===== config.mk =====
export PLATFORM = sky130hd
export DESIGN_NAME = watchdog_pulse_timer
export DESIGN_NICKNAME = d
export VERILOG_FILES = /design/src/rtl/wdt_pkg.sv /design/src/rtl/wdt_tick_div.sv /design/src/rtl/wdt_pulse_timer.sv
export SDC_FILE = /design/constraint.sdc
export NUM_CORES = 1
export LEC_CHECK = 0
export BUFFER_PORTS_ARGS = -buffer_cell sky130_fd_sc_hd__buf_2
export CAP_MARGIN = 10
export CORE_ASPECT_RATIO = 0.7
export CORE_MARGIN = 1
export CORE_UTILIZATION = 33
export CTS_CLUSTER_SIZE = 14
export DETAILED_ROUTE_END_ITERATION = 12
export PLACE_DENSITY = 0.55
export SETUP_SLACK_MARGIN = 0.1
export SLEW_MARGIN = 20
export SYNTH_ARGS = -nofsm -noshare
export SYNTH_HDL_FRONTEND = slang
export SYNTH_HIERARCHICAL = 1
export SYNTH_SLANG_ARGS = --single-unit

===== constraint.sdc =====
create_clock -name core_clk -period 2.2 [get_ports core_clk]
set_input_delay 0.11 -clock core_clk [delete_from_list [all_inputs] [get_ports core_clk]]
set_output_delay 0.11 -clock core_clk [all_outputs]
set_load 0.1 [all_outputs]

===== src/rtl/wdt_pkg.sv =====
// Constants and carrier types for the watchdog pulse timer.
// Assumes a single 20 MHz core clock and a synchronous active-low reset.
package wdt_pkg;

  // ****************************************************************
  // Timing
  // ****************************************************************
  localparam int CLK_PERIOD_NS = 50;     // Core clock period
  localparam int TICK_TIME_NS  = 100000; // One counter unit, 100 us
  localparam int PULSE_TIME_NS = 30000;  // Timeout pulse, about 30 us
  localparam int TICK_CYCLES   = TICK_TIME_NS / CLK_PERIOD_NS;
  localparam int PULSE_CYCLES  =
    (PULSE_TIME_NS + CLK_PERIOD_NS - 1) / CLK_PERIOD_NS;

  // ****************************************************************
  // Widths and reset values
  // ****************************************************************
  localparam int          CNT_W       = 16;       // Initial value width
  localparam int          DIV_W       = 12;       // Tick divider width
  localparam int          PW_W        = 10;       // Pulse counter width
  localparam logic [15:0] CNT_RESET   = 16'h0000; // Counter at reset
  localparam logic        MODE_STOP   = 1'b0;     // Command selector stop
  localparam logic        MODE_START  = 1'b1;     // Command selector start

  // ****************************************************************
  // Carriers
  // ****************************************************************
  typedef struct packed {
    logic        valid; // One-cycle command strobe
    logic        mode;  // 1 start, 0 stop
    logic [15:0] init;  // Initial value in 100 us units
  } wdt_cmd_s;

  typedef struct packed {
    logic running; // 1 counting down, 0 stopped
    logic error;   // 1 status not valid
  } wdt_stat_s;

endpackage


===== src/rtl/wdt_tick_div.sv =====
// Divider giving a one-cycle enable every 100 us of core clock.
// Assumes clr is from the same clock domain.
`timescale 1ns/1ns
`default_nettype none
module wdt_tick_div #(
  parameter int DIV = wdt_pkg::TICK_CYCLES // Core cycles per tick
) (
  input  wire logic core_clk, // Core clock
  input  wire logic resetn,   // Synchronous reset, active low
  input  wire logic clr,      // Restart phase
  input  wire logic en,       // Count enable
  output logic      tick      // One-cycle tick pulse
);
  import wdt_pkg::*;

  // ****************************************************************
  // State
  // ****************************************************************
  typedef struct packed {
    logic [DIV_W-1:0] cnt; // Cycles into tick
    logic             tick;
  } div_s;

  div_s st_q;
  div_s st_d;

  // Next-state of divider
  always_comb begin
    st_d      = st_q;
    st_d.tick = 1'b0;
    if (clr || !en) begin
      st_d.cnt = '0;
    end else if (st_q.cnt == DIV_W'(DIV - 1)) begin
      st_d.cnt  = '0;
      st_d.tick = 1'b1;
    end else begin
      st_d.cnt = st_q.cnt + DIV_W'(1);
    end
  end

  // Register
  always_ff @(posedge core_clk) begin
    if (!resetn) begin
      st_q <= '0;
    end else begin
      st_q <= st_d;
    end
  end

  assign tick = st_q.tick;
endmodule
`default_nettype wire


===== src/rtl/wdt_pulse_timer.sv =====
// Watchdog down-counter with repeating active-low timeout pulse.
// Assumes commands arrive as one-cycle strobes on core_clk and a
// fault input from the same domain; pin output goes to bus logic.
`timescale 1ns/1ns
`default_nettype none
module watchdog_pulse_timer #(
  parameter int TICK_CYC  = wdt_pkg::TICK_CYCLES,  // Cycles per unit
  parameter int PULSE_CYC = wdt_pkg::PULSE_CYCLES  // Pulse length
) (
  input  wire logic         core_clk,        // 20 MHz clock
  input  wire logic         resetn,          // Sync reset, active low
  input  wire wdt_pkg::wdt_cmd_s cmd,        // Start or stop command
  input  wire logic         fault,           // Counter fault present
  output wdt_pkg::wdt_stat_s status,         // Running and error flags
  output logic              timeout_pulse_n  // Count-out line, low
);
  import wdt_pkg::*;

  // ****************************************************************
  // State
  // ****************************************************************
  typedef enum logic [0:0] {
    S_STOP = 1'b0, // Halted
    S_RUN  = 1'b1  // Counting down
  } run_e;

  typedef struct packed {
    run_e             run;     // Run state
    logic [CNT_W-1:0] reload;  // Last written initial value
    logic [CNT_W-1:0] cnt;     // Remaining units
    logic [PW_W-1:0]  pw;      // Pulse cycles remaining
    logic             pin_n;   // Registered timeout line
    logic             err;     // Registered error flag
    logic [PW_W:0]    low;     // Cycles the line has been low
  } wdt_s;

  wdt_s st_q;
  wdt_s st_d;

  logic tick;   // 100 us enable
  logic restart; // Start command accepted

  // ****************************************************************
  // Decoding
  // ****************************************************************
  // Command strobe asking for a load and start
  function automatic logic is_start(input wdt_cmd_s c);
    return c.valid && (c.mode == MODE_START);
  endfunction

  // Command strobe asking for a halt
  function automatic logic is_stop(input wdt_cmd_s c);
    return c.valid && (c.mode == MODE_STOP);
  endfunction

  // Last unit of the count; zero behaves as one
  function automatic logic is_last(input logic [CNT_W-1:0] c);
    return c <= CNT_W'(1);
  endfunction

  assign restart = is_start(cmd);

  // ****************************************************************
  // Unit divider
  // ****************************************************************
  wdt_tick_div #(
    .DIV (TICK_CYC)
  ) u_div (
    .core_clk (core_clk),
    .resetn   (resetn),
    .clr      (restart),
    .en       (st_q.run == S_RUN),
    .tick     (tick)
  );

  // Next-state logic
  always_comb begin
    st_d     = st_q;
    st_d.err = fault;
    // Pulse timing runs regardless of commands
    if (st_q.pw != '0) begin
      st_d.pw = st_q.pw - PW_W'(1);
    end
    if (restart) begin
      // Load and count afresh
      st_d.run    = S_RUN;
      st_d.reload = cmd.init;
      st_d.cnt    = cmd.init;
    end else if (cmd.valid) begin
      // Stop; supplied value ignored
      st_d.run = S_STOP;
    end else if (st_q.run == S_RUN && tick) begin
      if (is_last(st_q.cnt)) begin
        // Count-out: pulse and reload
        st_d.pw  = PW_W'(PULSE_CYC);
        st_d.cnt = st_q.reload;
      end else begin
        st_d.cnt = st_q.cnt - CNT_W'(1);
      end
    end
    st_d.pin_n = (st_d.pw == '0);
    // Low-cycle count, cleared while the line is high
    if (st_d.pin_n) begin
      st_d.low = '0;
    end else begin
      st_d.low = st_q.low + (PW_W+1)'(1);
    end
  end

  // Register
  always_ff @(posedge core_clk) begin
    if (!resetn) begin
      st_q.run    <= S_STOP;
      st_q.reload <= CNT_RESET;
      st_q.cnt    <= CNT_RESET;
      st_q.pw     <= '0;
      st_q.pin_n  <= 1'b1;
      st_q.err    <= 1'b0;
      st_q.low    <= '0;
    end else begin
      st_q <= st_d;
    end
  end

  // Outputs from flip-flops
  assign timeout_pulse_n = st_q.pin_n;
  assign status = '{running: (st_q.run == S_RUN),
                    error:   st_q.err};
endmodule
`default_nettype wire


=== Word level (Yosys, flattened, before mapping) ===
Cells that the tools add are included.

* Bitwise logic cells: 1
* Equal/unequal tests: 2
* Reduce and logical (&&, ||, !) cells: 11
* Multiplexer cells: 10
* Add/sub/neg operators: 3
* Order comparisons: 1

{| class="wikitable"
|+ Operators with widths
! cell !! number
|-
| two-way mux 26 bit || 2
|-
| two-way mux 16 bit || 2
|-
| two-way mux 10 bit || 3
|-
| <= comparator 16 x 1 -> 1 bit, second input constant || 1
|-
| subtractor 16 x 1 -> 16 bit, second input constant || 1
|-
| adder 12 x 1 -> 12 bit, second input constant || 1
|-
| equality test 12 x 11 -> 1 bit, second input constant || 1
|-
| zero test 10 bit || 1
|-
| nonzero test 10 bit || 1
|-
| subtractor 10 x 1 -> 10 bit, second input constant || 1
|-
| nonzero test 2 bit || 2
|-
| two-way mux 1 bit || 3
|-
| OR reduction 3 bit || 1
|-
| logical AND 1 bit || 2
|-
| != test 2 x 1 -> 1 bit, second input constant || 1
|-
| AND reduction 2 bit || 1
|-
| OR reduction 2 bit || 1
|-
| zero test 1 bit || 1
|-
| logical OR 1 bit || 1
|-
| inverter 1 bit || 1
|}

* Register bits: 58

=== Logic depth before layout (Yosys ltp) ===
Gate-level depths: netlist (run 1).

* Depth in word-level cells: 7
* Gate-level depth with buffers: 8

=== Hierarchy ===
Netlist (run 1), hierarchy kept.

{| class="wikitable"
|+ By module, submodules not included
! module !! area an instance (µm²) !! times used !! cells each
|-
| watchdog_pulse_timer || 2376.0 || 1 || 291
|-
| wdt_tick_div || 570.5 || 1 || 61
|}

=== Least setup slack after synthesis (run 1) ===
No wires, ideal clock.

* Path type: register -> register
* Start point: register st_q[32] in the netlist's numbering
* End point: register st_q[23] in the netlist's numbering
* Clock period less this slack: 2204 ps
* Library setup time: 136 ps
* Cell stages (with the launch flop): 9
* Data arrival time: 2068 ps
* Setup slack: -4 ps
* Path through: dfxtp_1 > or4_1 > or3_1 > buf_6 > or3_4 > buf_6 > buf_8 > nor2_1 > o32ai_1

* Cells in the longest elaborated chain, start to end: 5

{| class="wikitable"
|+ RTL lines
! what !! RTL line !! RTL
|-
| from (decl) || wdt_pulse_timer.sv:37 || <nowiki>wdt_s st_q;</nowiki>
|-
| from (signal assigned) || wdt_pulse_timer.sv:121 || <nowiki>st_q <= st_d;</nowiki>
|-
| <= comparator 16 x 1 -> 1 bit || wdt_pulse_timer.sv:58 || <nowiki>return c <= CNT_W'(1);</nowiki>
|-
| two-way mux 16 bit || wdt_pulse_timer.sv:93 || <nowiki>if (is_last(st_q.cnt)) begin</nowiki>
|-
| two-way mux 26 bit || wdt_pulse_timer.sv:92 || <nowiki>end else if (st_q.run == S_RUN && tick) begin</nowiki>
|-
| two-way mux 26 bit || wdt_pulse_timer.sv:89 || <nowiki>end else if (cmd.valid) begin</nowiki>
|-
| two-way mux 16 bit || wdt_pulse_timer.sv:84 || <nowiki>if (restart) begin</nowiki>
|}

Every way passes these cells. The select of a mux whose other input is x is not followed.
A chain may end at the register's enable or synchronous reset.

=== Final worst setup path (run 1) ===
* Start point: register st_q[32] in the netlist's numbering
* End point: register st_q[34] in the netlist's numbering

* Cells in the longest elaborated chain, start to end: 5
* Elaborated cells between the ends (all ways): 6
* Those cells by class: add/sub (1); order compare (1); mux (4)

{| class="wikitable"
|+ RTL lines
! what !! RTL line
|-
| subtractor 16 x 1 -> 16 bit or <= comparator 16 x 1 -> 1 bit (tied branches) || wdt_pulse_timer.sv:98, wdt_pulse_timer.sv:58
|-
| two-way mux 16 bit (*) || wdt_pulse_timer.sv:93
|-
| two-way mux 26 bit (*) || wdt_pulse_timer.sv:92
|-
| two-way mux 26 bit (*) || wdt_pulse_timer.sv:89
|-
| two-way mux 16 bit (*) || wdt_pulse_timer.sv:84
|}

Every way passes the cells marked *; elsewhere a longest branch is shown, timed or not. The select of a mux whose other input is x is not followed.

==> results of run 1 <==
layer usage:
layer / global-route usage (%) / vias to the layer above
li1: - / 1386
met5: 0 / -
met1: 22.96 / 1276
met3: 6.418 / 9
met2: 28.67 / 52
met4: 5.714 / 0
cell type report:
cell class                 count  area, sq um
multi-input combinational    269         1719
sequential                    58         1162
tap                          120        150.1
inverter                      11        41.29
fill                         878         4815
clock buffer                  15        287.8
clock inverter                 1        30.03
timing repair buffer          52        342.8
how the worst max path moves through the flow:
stage	from	end	cells past startpoint
after floorplan	st_q[32]$_SDFFE_PN0P_	st_q[32]$_SDFFE_PN0P_	8
final	st_q[32]$_SDFFE_PN0P_	st_q[34]$_SDFFE_PN0P_	5
after global routing	st_q[25]$_SDFFE_PN0P_	st_q[37]$_SDFFE_PN0P_	6
after detailed placement	st_q[32]$_SDFFE_PN0P_	st_q[13]$_SDFF_PN0_	5
after CTS	st_q[32]$_SDFFE_PN0P_	st_q[23]$_SDFFE_PN0P_	5
after global placement	st_q[32]$_SDFFE_PN0P_	st_q[13]$_SDFF_PN0_	5
worst max-delay path, stage by stage (launching register included):
cell and delay (ns):
dfxtp_2 0.31, or4_4 0.52, or3_4 0.43, or3_4 0.42, o221ai_1 0.21, a31oi_1 0.09
timing repair:
action,in CTS,in global routing
buffers inserted,0,3
gates cloned,1,0
pin swaps,2,7
endpoints found under the hold margin,1,0
gates resized for setup,4,14
hold buffers,1,0
setup endpoints to repair,13,23
sequential cells by signal, summed over array words and instances, names as in the netlist:
name             count
st_q                42
status               2
u_div/tick           1
timeout_pulse_n      1
u_div/st_q          12
where the power goes:
part / internal, mW / switching, mW / total (mW)
clock network: 1.00 / 0.472 / 1.47
logic: 0.678 / 0.776 / 1.45
registers: 1.17 / 0.125 / 1.29
total: 2.85 / 1.37 / 4.22
cell usage in the layout, fill, tap and decap left out, drive strengths merged, types with 3 or more instances in the layout:
| master | instances |
|---|---|
| buf | 51 |
| nand3 | 11 |
| or4 | 5 |
| dfxtp | 58 |
| a21boi | 9 |
| nor3 | 5 |
| inv | 9 |
| o32ai | 9 |
| nor2 | 36 |
| nand3b | 5 |
| nand4 | 7 |
| or3 | 14 |
| nand2 | 52 |
| clkbuf | 15 |
| a21oi | 35 |
| nor4 | 6 |
| o21ai | 8 |
| o221ai | 4 |
| xor2 | 3 |
| ha | 5 |
| a31oi | 5 |
| o31ai | 6 |
| xnor2 | 13 |
| a211oi | 3 |
cells by family (layout without fill, tap and decap cells):
logic type	count (synthesis)	in the layout	synth area share [%]
simple gates	153	154	26.67
buf+inv	26	79	5.180
fa+ha+maj	5	5	2.123
flops	58	58	39.41
compound gates	93	93	21.53
mux	1	1	0.3397
xor+xnor	16	16	4.756
==> impl_metrics.csv, run 1 <==
group,metric,value,unit
run_status,status,"finished clean",
synthesis,yosysWarningCount,6,
synthesis,postSynthCellCount,352,
global_route,grt.overflow.total,0,
synthesis,synthFlopType,"dfxtp_1",
synthesis,yosysSeqAreaShare,39.41,%
route,finalWirelength,7463,um
place,gp_congestion,0.8718,
hold_path,hold-path-endpoint,"st_q[44]$_SDFFE_PN0P_",
route,dr_wl_met2,3227,um
hold_path,min_path_type,"primary input to register",
clocking,clock_latency,0.33,ns
clocking,numCtsBuffers,9,
clocking,cts_tree,"yes",
sta,final.setup.worst_slack,0.08901,ns
power_and_ir_drop,finalPower,4.217,mW
synthesis,synthDistinctLibCells,61,
synthesis,synth-seq-cells,58,
synthesis,async_reset_ff_share,0,%
route,drt_iter0_markers,183,
critical_path,arrival,2.32,ns
critical_path,reg2reg_depth,5,
synthesis,syn_area,0.002947,sq mm
synthesis,synth_top_area_cell,"dfxtp_1",
global_route,grt_max_degree,21,
global_route,grt_pass1_vias,2691,
route,vias,2723,
clocking,clk_path_buf_depth,2,
sta,worst_pin_slew,0.9684,ns
floorplan,die_y,81.06,um
place,dpl.cell_count,505,
synthesis,syn_avg_cell_area,8.371,sq um
global_route,antenna_found_initial,0,
route,dr_wl_met3,296,um
critical_path,start_kind,"register",
hold_path,whs_path_depth,3,
route,post_drt_wl_per_cell,14.19,um
floorplan,core-area,0.008548,sq mm
synthesis,synth_most_common_cell,"dfxtp_1",
sta,hold_ws,0.04413,ns
synthesis,synth_top_area_share,39.41,%
sta,clock.fmax,473.7,MHz
route,routed.top_layer,"met4",
critical_path,cp-end-kind,"register",
critical_path,worstPathRequired,2.41,ns
floorplan,dieArea,0.009317,sq mm
route,via_per_inst,5.177,
route,wl_met1,3847,um
route,drc,0,
place,placed_cell_area,0.003289,sq mm
floorplan,num_rows,28,
clocking,root_buffer,"clkbuf_16",
finish,syn2layout_area_growth,26.71,%
sta,rsz0062_at_grt,"yes",
synthesis,syn_nets,378,
sta,setup_tns,0,ns
synthesis,synth-edff-count,0,
critical_path,r2r-start,"st_q[32]$_SDFFE_PN0P_",
synthesis,synthTopCellsByCount,"dfxtp_1, nand2_1, nor2_1, a21oi_1, xnor2_1",
sta,drv_slew,0,
place,port_buffers,23,
clocking,cts.sinks,58,
critical_path,path_max_fanout,8,
synthesis,synth_area_leaders,"dfxtp_1, nand2_1, a21oi_1, nor2_1, xnor2_1",
floorplan,initial_core_util,34.47,%
critical_path,regToRegEndpoint,"st_q[34]$_SDFFE_PN0P_",
route,drt_first_pass_iters,4,
run,cap_viol_max_count,0,
critical_path,timing.reg2reg.setup_slack,0.09,ns
global_route,track_usage,18.07,%
finish,finalNetCount,427,
power_and_ir_drop,ir_drop,0.0004979,V
power_and_ir_drop,p_leak,1.407,nW
floorplan,io_pins,24,
clocking,clk_pin_slew,0.05,ns
global_route,grt_pass1_wl,12840,um
finish,final_cell_area,0.003734,sq mm
hold_path,hp-start,"cmd[5]",
place,pre_cts_ws,0.01671,ns
finish,antenna_cells,0,
finish,instances_no_fill,526,
sta,hold_viol,0,
finish,drive_gt1_share,22.91,%
power_and_ir_drop,cellPowerDensity,1130,mW/mm^2
sta,min_period,2.111,ns
finish,final_util,43.68,%
sta,max_slew_margin,35.20,%
floorplan,die_w,114.9,um
critical_path,path_class,"register to register",
sta,min_period_over_period,95.95,%
route,final_antenna_net_count,0,
sta,skew,0.005794,ns
clocking,cts.htree.levels,3,
place,dp_hpwl,5025,um
sta,setup_viol,0,
(Power assumes the default switching activity.)
==> run 2, diff against run 1 <==
Settings changed: MAX_ROUTING_LAYER set to met4.
==> impl_metrics.csv, run 2 (synthesized netlist as in run 1, its figures left out) <==
group,metric,value,unit
clocking,numCtsBuffers,9,
critical_path,cp-end-kind,"register",
power_and_ir_drop,cellPowerDensity,1130,mW/mm^2
route,drc,0,
finish,syn2layout_area_growth,26.71,%
route,via_per_inst,5.188,
critical_path,start_kind,"register",
sta,drv_slew,0,
critical_path,path_max_fanout,8,
place,dp_hpwl,5025,um
power_and_ir_drop,finalPower,4.221,mW
sta,skew,0.005381,ns
power_and_ir_drop,seqPwrFrac,30.6,%
finish,n_fill_cell,878,
finish,final_cell_area,0.003734,sq mm
global_route,grt_pass1_vias,2689,
clocking,clock_latency,0.33,ns
global_route,grt_max_degree,21,
critical_path,critPathSlowestCell,"or4_4",
sta,min_period_over_period,96.64,%
route,dr_wl_met2,3267,um
power_and_ir_drop,p_clk_share,35.0,%
global_route,grt.overflow.total,0,
sta,setup_tns,0,ns
place,port_buffers,23,
sta,clock.fmax,470.4,MHz
place,placed_cell_area,0.003289,sq mm
finish,top_register,"st_q",
finish,finalNetCount,427,
floorplan,num_rows,28,
route,routed.top_layer,"met4",
route,finalWirelength,7537,um
power_and_ir_drop,comb_power_share,34.4,%
route,final_antenna_net_count,0,
critical_path,worstPathRequired,2.41,ns
route,wl_met1,3879,um
finish,drive_gt1_share,22.91,%
critical_path,regToRegEndpoint,"st_q[24]$_SDFFE_PN0P_",
sta,setup_viol,0,
sta,worst_pin_slew,0.9477,ns
floorplan,dieArea,0.009317,sq mm
route,vias,2729,
power_and_ir_drop,swShare,32.59,%
finish,layout_commonest_cell,"dfxtp_1",
power_and_ir_drop,ir_drop,0.0005003,V
route,drt_first_pass_iters,4,
critical_path,setup.worst_path.end,"st_q[24]$_SDFFE_PN0P_",
route,dr_wl_met3,312,um
finish,antenna_cells,0,
critical_path,cpMostUsedCell,"or3_4",
route,post_drt_wl_per_cell,14.33,um
floorplan,die_y,81.06,um
sta,rsz0062_at_grt,"yes",
run,cap_viol_max_count,0,
clocking,cts_tree,"yes",
run_status,status,"finished clean",
critical_path,reg2reg_depth,5,
clocking,cts.sinks,58,
hold_path,min_path_type,"primary input to register",
clocking,clk_pin_slew,0.05,ns
power_and_ir_drop,p_switching,1.375,mW
critical_path,cp_cell_sequence,"or4_4 > or3_4 > or3_4 > o211ai_1 > a31oi_1",
critical_path,timing.reg2reg.setup_slack,0.07,ns
place,gp_congestion,0.8860,
power_and_ir_drop,p_leak,1.407,nW
sta,hold_viol,0,
floorplan,die_w,114.9,um
sta,min_period,2.126,ns
sta,max_slew_margin,36.59,%
floorplan,core-area,0.008548,sq mm
critical_path,slowest_delay,0.52,ns
floorplan,io_pins,24,
clocking,cts.htree.levels,3,
critical_path,path_class,"register to register",
critical_path,r2r-start,"st_q[32]$_SDFFE_PN0P_",
global_route,track_usage,18.53,%
finish,instances_no_fill,526,
global_route,grt_pass1_wl,12850,um
global_route,antenna_found_initial,0,
clocking,clk_path_buf_depth,2,
power_and_ir_drop,internal_power,2.845,mW
finish,final_cell_mix,"dfxtp_1, nand2_1, nor2_1",
clocking,root_buffer,"clkbuf_16",
critical_path,arrival,2.33,ns
critical_path,crit_start,"st_q[32]$_SDFFE_PN0P_",
place,dpl.cell_count,505,
floorplan,initial_core_util,34.47,%
finish,largest_reg_flops,42,
route,drt_iter0_markers,167,
run 2: worst min-delay path by stage:
stage	start	endpoint	slack, ns	cells past startpoint
2_1_floorplan	fault	status[0]$_SDFF_PN0_	0.24	1
3_3_place_gp	fault	status[0]$_SDFF_PN0_	0.32	2
3_5_place_dp	fault	status[0]$_SDFF_PN0_	0.33	2
4_1_cts	cmd[2]	st_q[41]$_SDFFE_PN0P_	0.04	3
5_1_grt	cmd[0]	st_q[39]$_SDFFE_PN0P_	0.06	3
6_report	cmd[0]	st_q[39]$_SDFFE_PN0P_	0.04	3
run 2: layer usage:
metal  global-route usage (%)  up-vias
li1                         -     1387
met4                    6.104        0
met2                    28.67       52
met1                    23.01     1284
met5                        -        -
met3                    5.746        6
run 2: cell type report:
type	count	area, sq um	share of cell area (%)
Multi-Input combinational cell	269	1719	46.05
Sequential cell	58	1162	31.13
Timing Repair Buffer	52	342.8	9.182
Clock buffer	15	287.8	7.708
Tap cell	120	150.1	4.021
Inverter	11	41.29	1.106
Clock inverter	1	30.03	0.8043
run 2: power by group through the flow:
stage	logic, mW	clock network (mW)	registers, mW
2_1_floorplan	0.928	0	1.30
3_3_place_gp	1.32	0	1.30
3_5_place_dp	1.32	0	1.29
4_1_cts	1.35	1.51	1.28
5_1_grt	1.62	1.55	1.30
6_report	1.45	1.48	1.29
run 2: repair_timing:
item,in CTS,in global routing
hold buffers,1,0
hold endpoints to repair,1,0
cloned,1,0
pin swaps,2,7
setup buffers,0,3
endpoints found under the setup margin,13,23
resized for setup,4,14
run 2: worst max-delay path, delay by kind of cell, from the launching register on:
family,cells,cell delay [ns]
simple gates,3,1.37
flops,1,0.31
compound gates,2,0.31
run 2: stage by stage:
stage / hold slack, ns / setup slack [ns] / util [%]
4_1_cts: 0.03642 / 0.07378 / 42.67
3_5_place_dp: 0.3259 / 0.01671 / 38.48
2_1_floorplan: 0.2373 / 0.009313 / -
5_1_grt: 0.06452 / 0.02832 / 43.68
3_3_place_gp: 0.3201 / 0.04088 / 38.48
6_report: 0.04136 / 0.07401 / 43.68
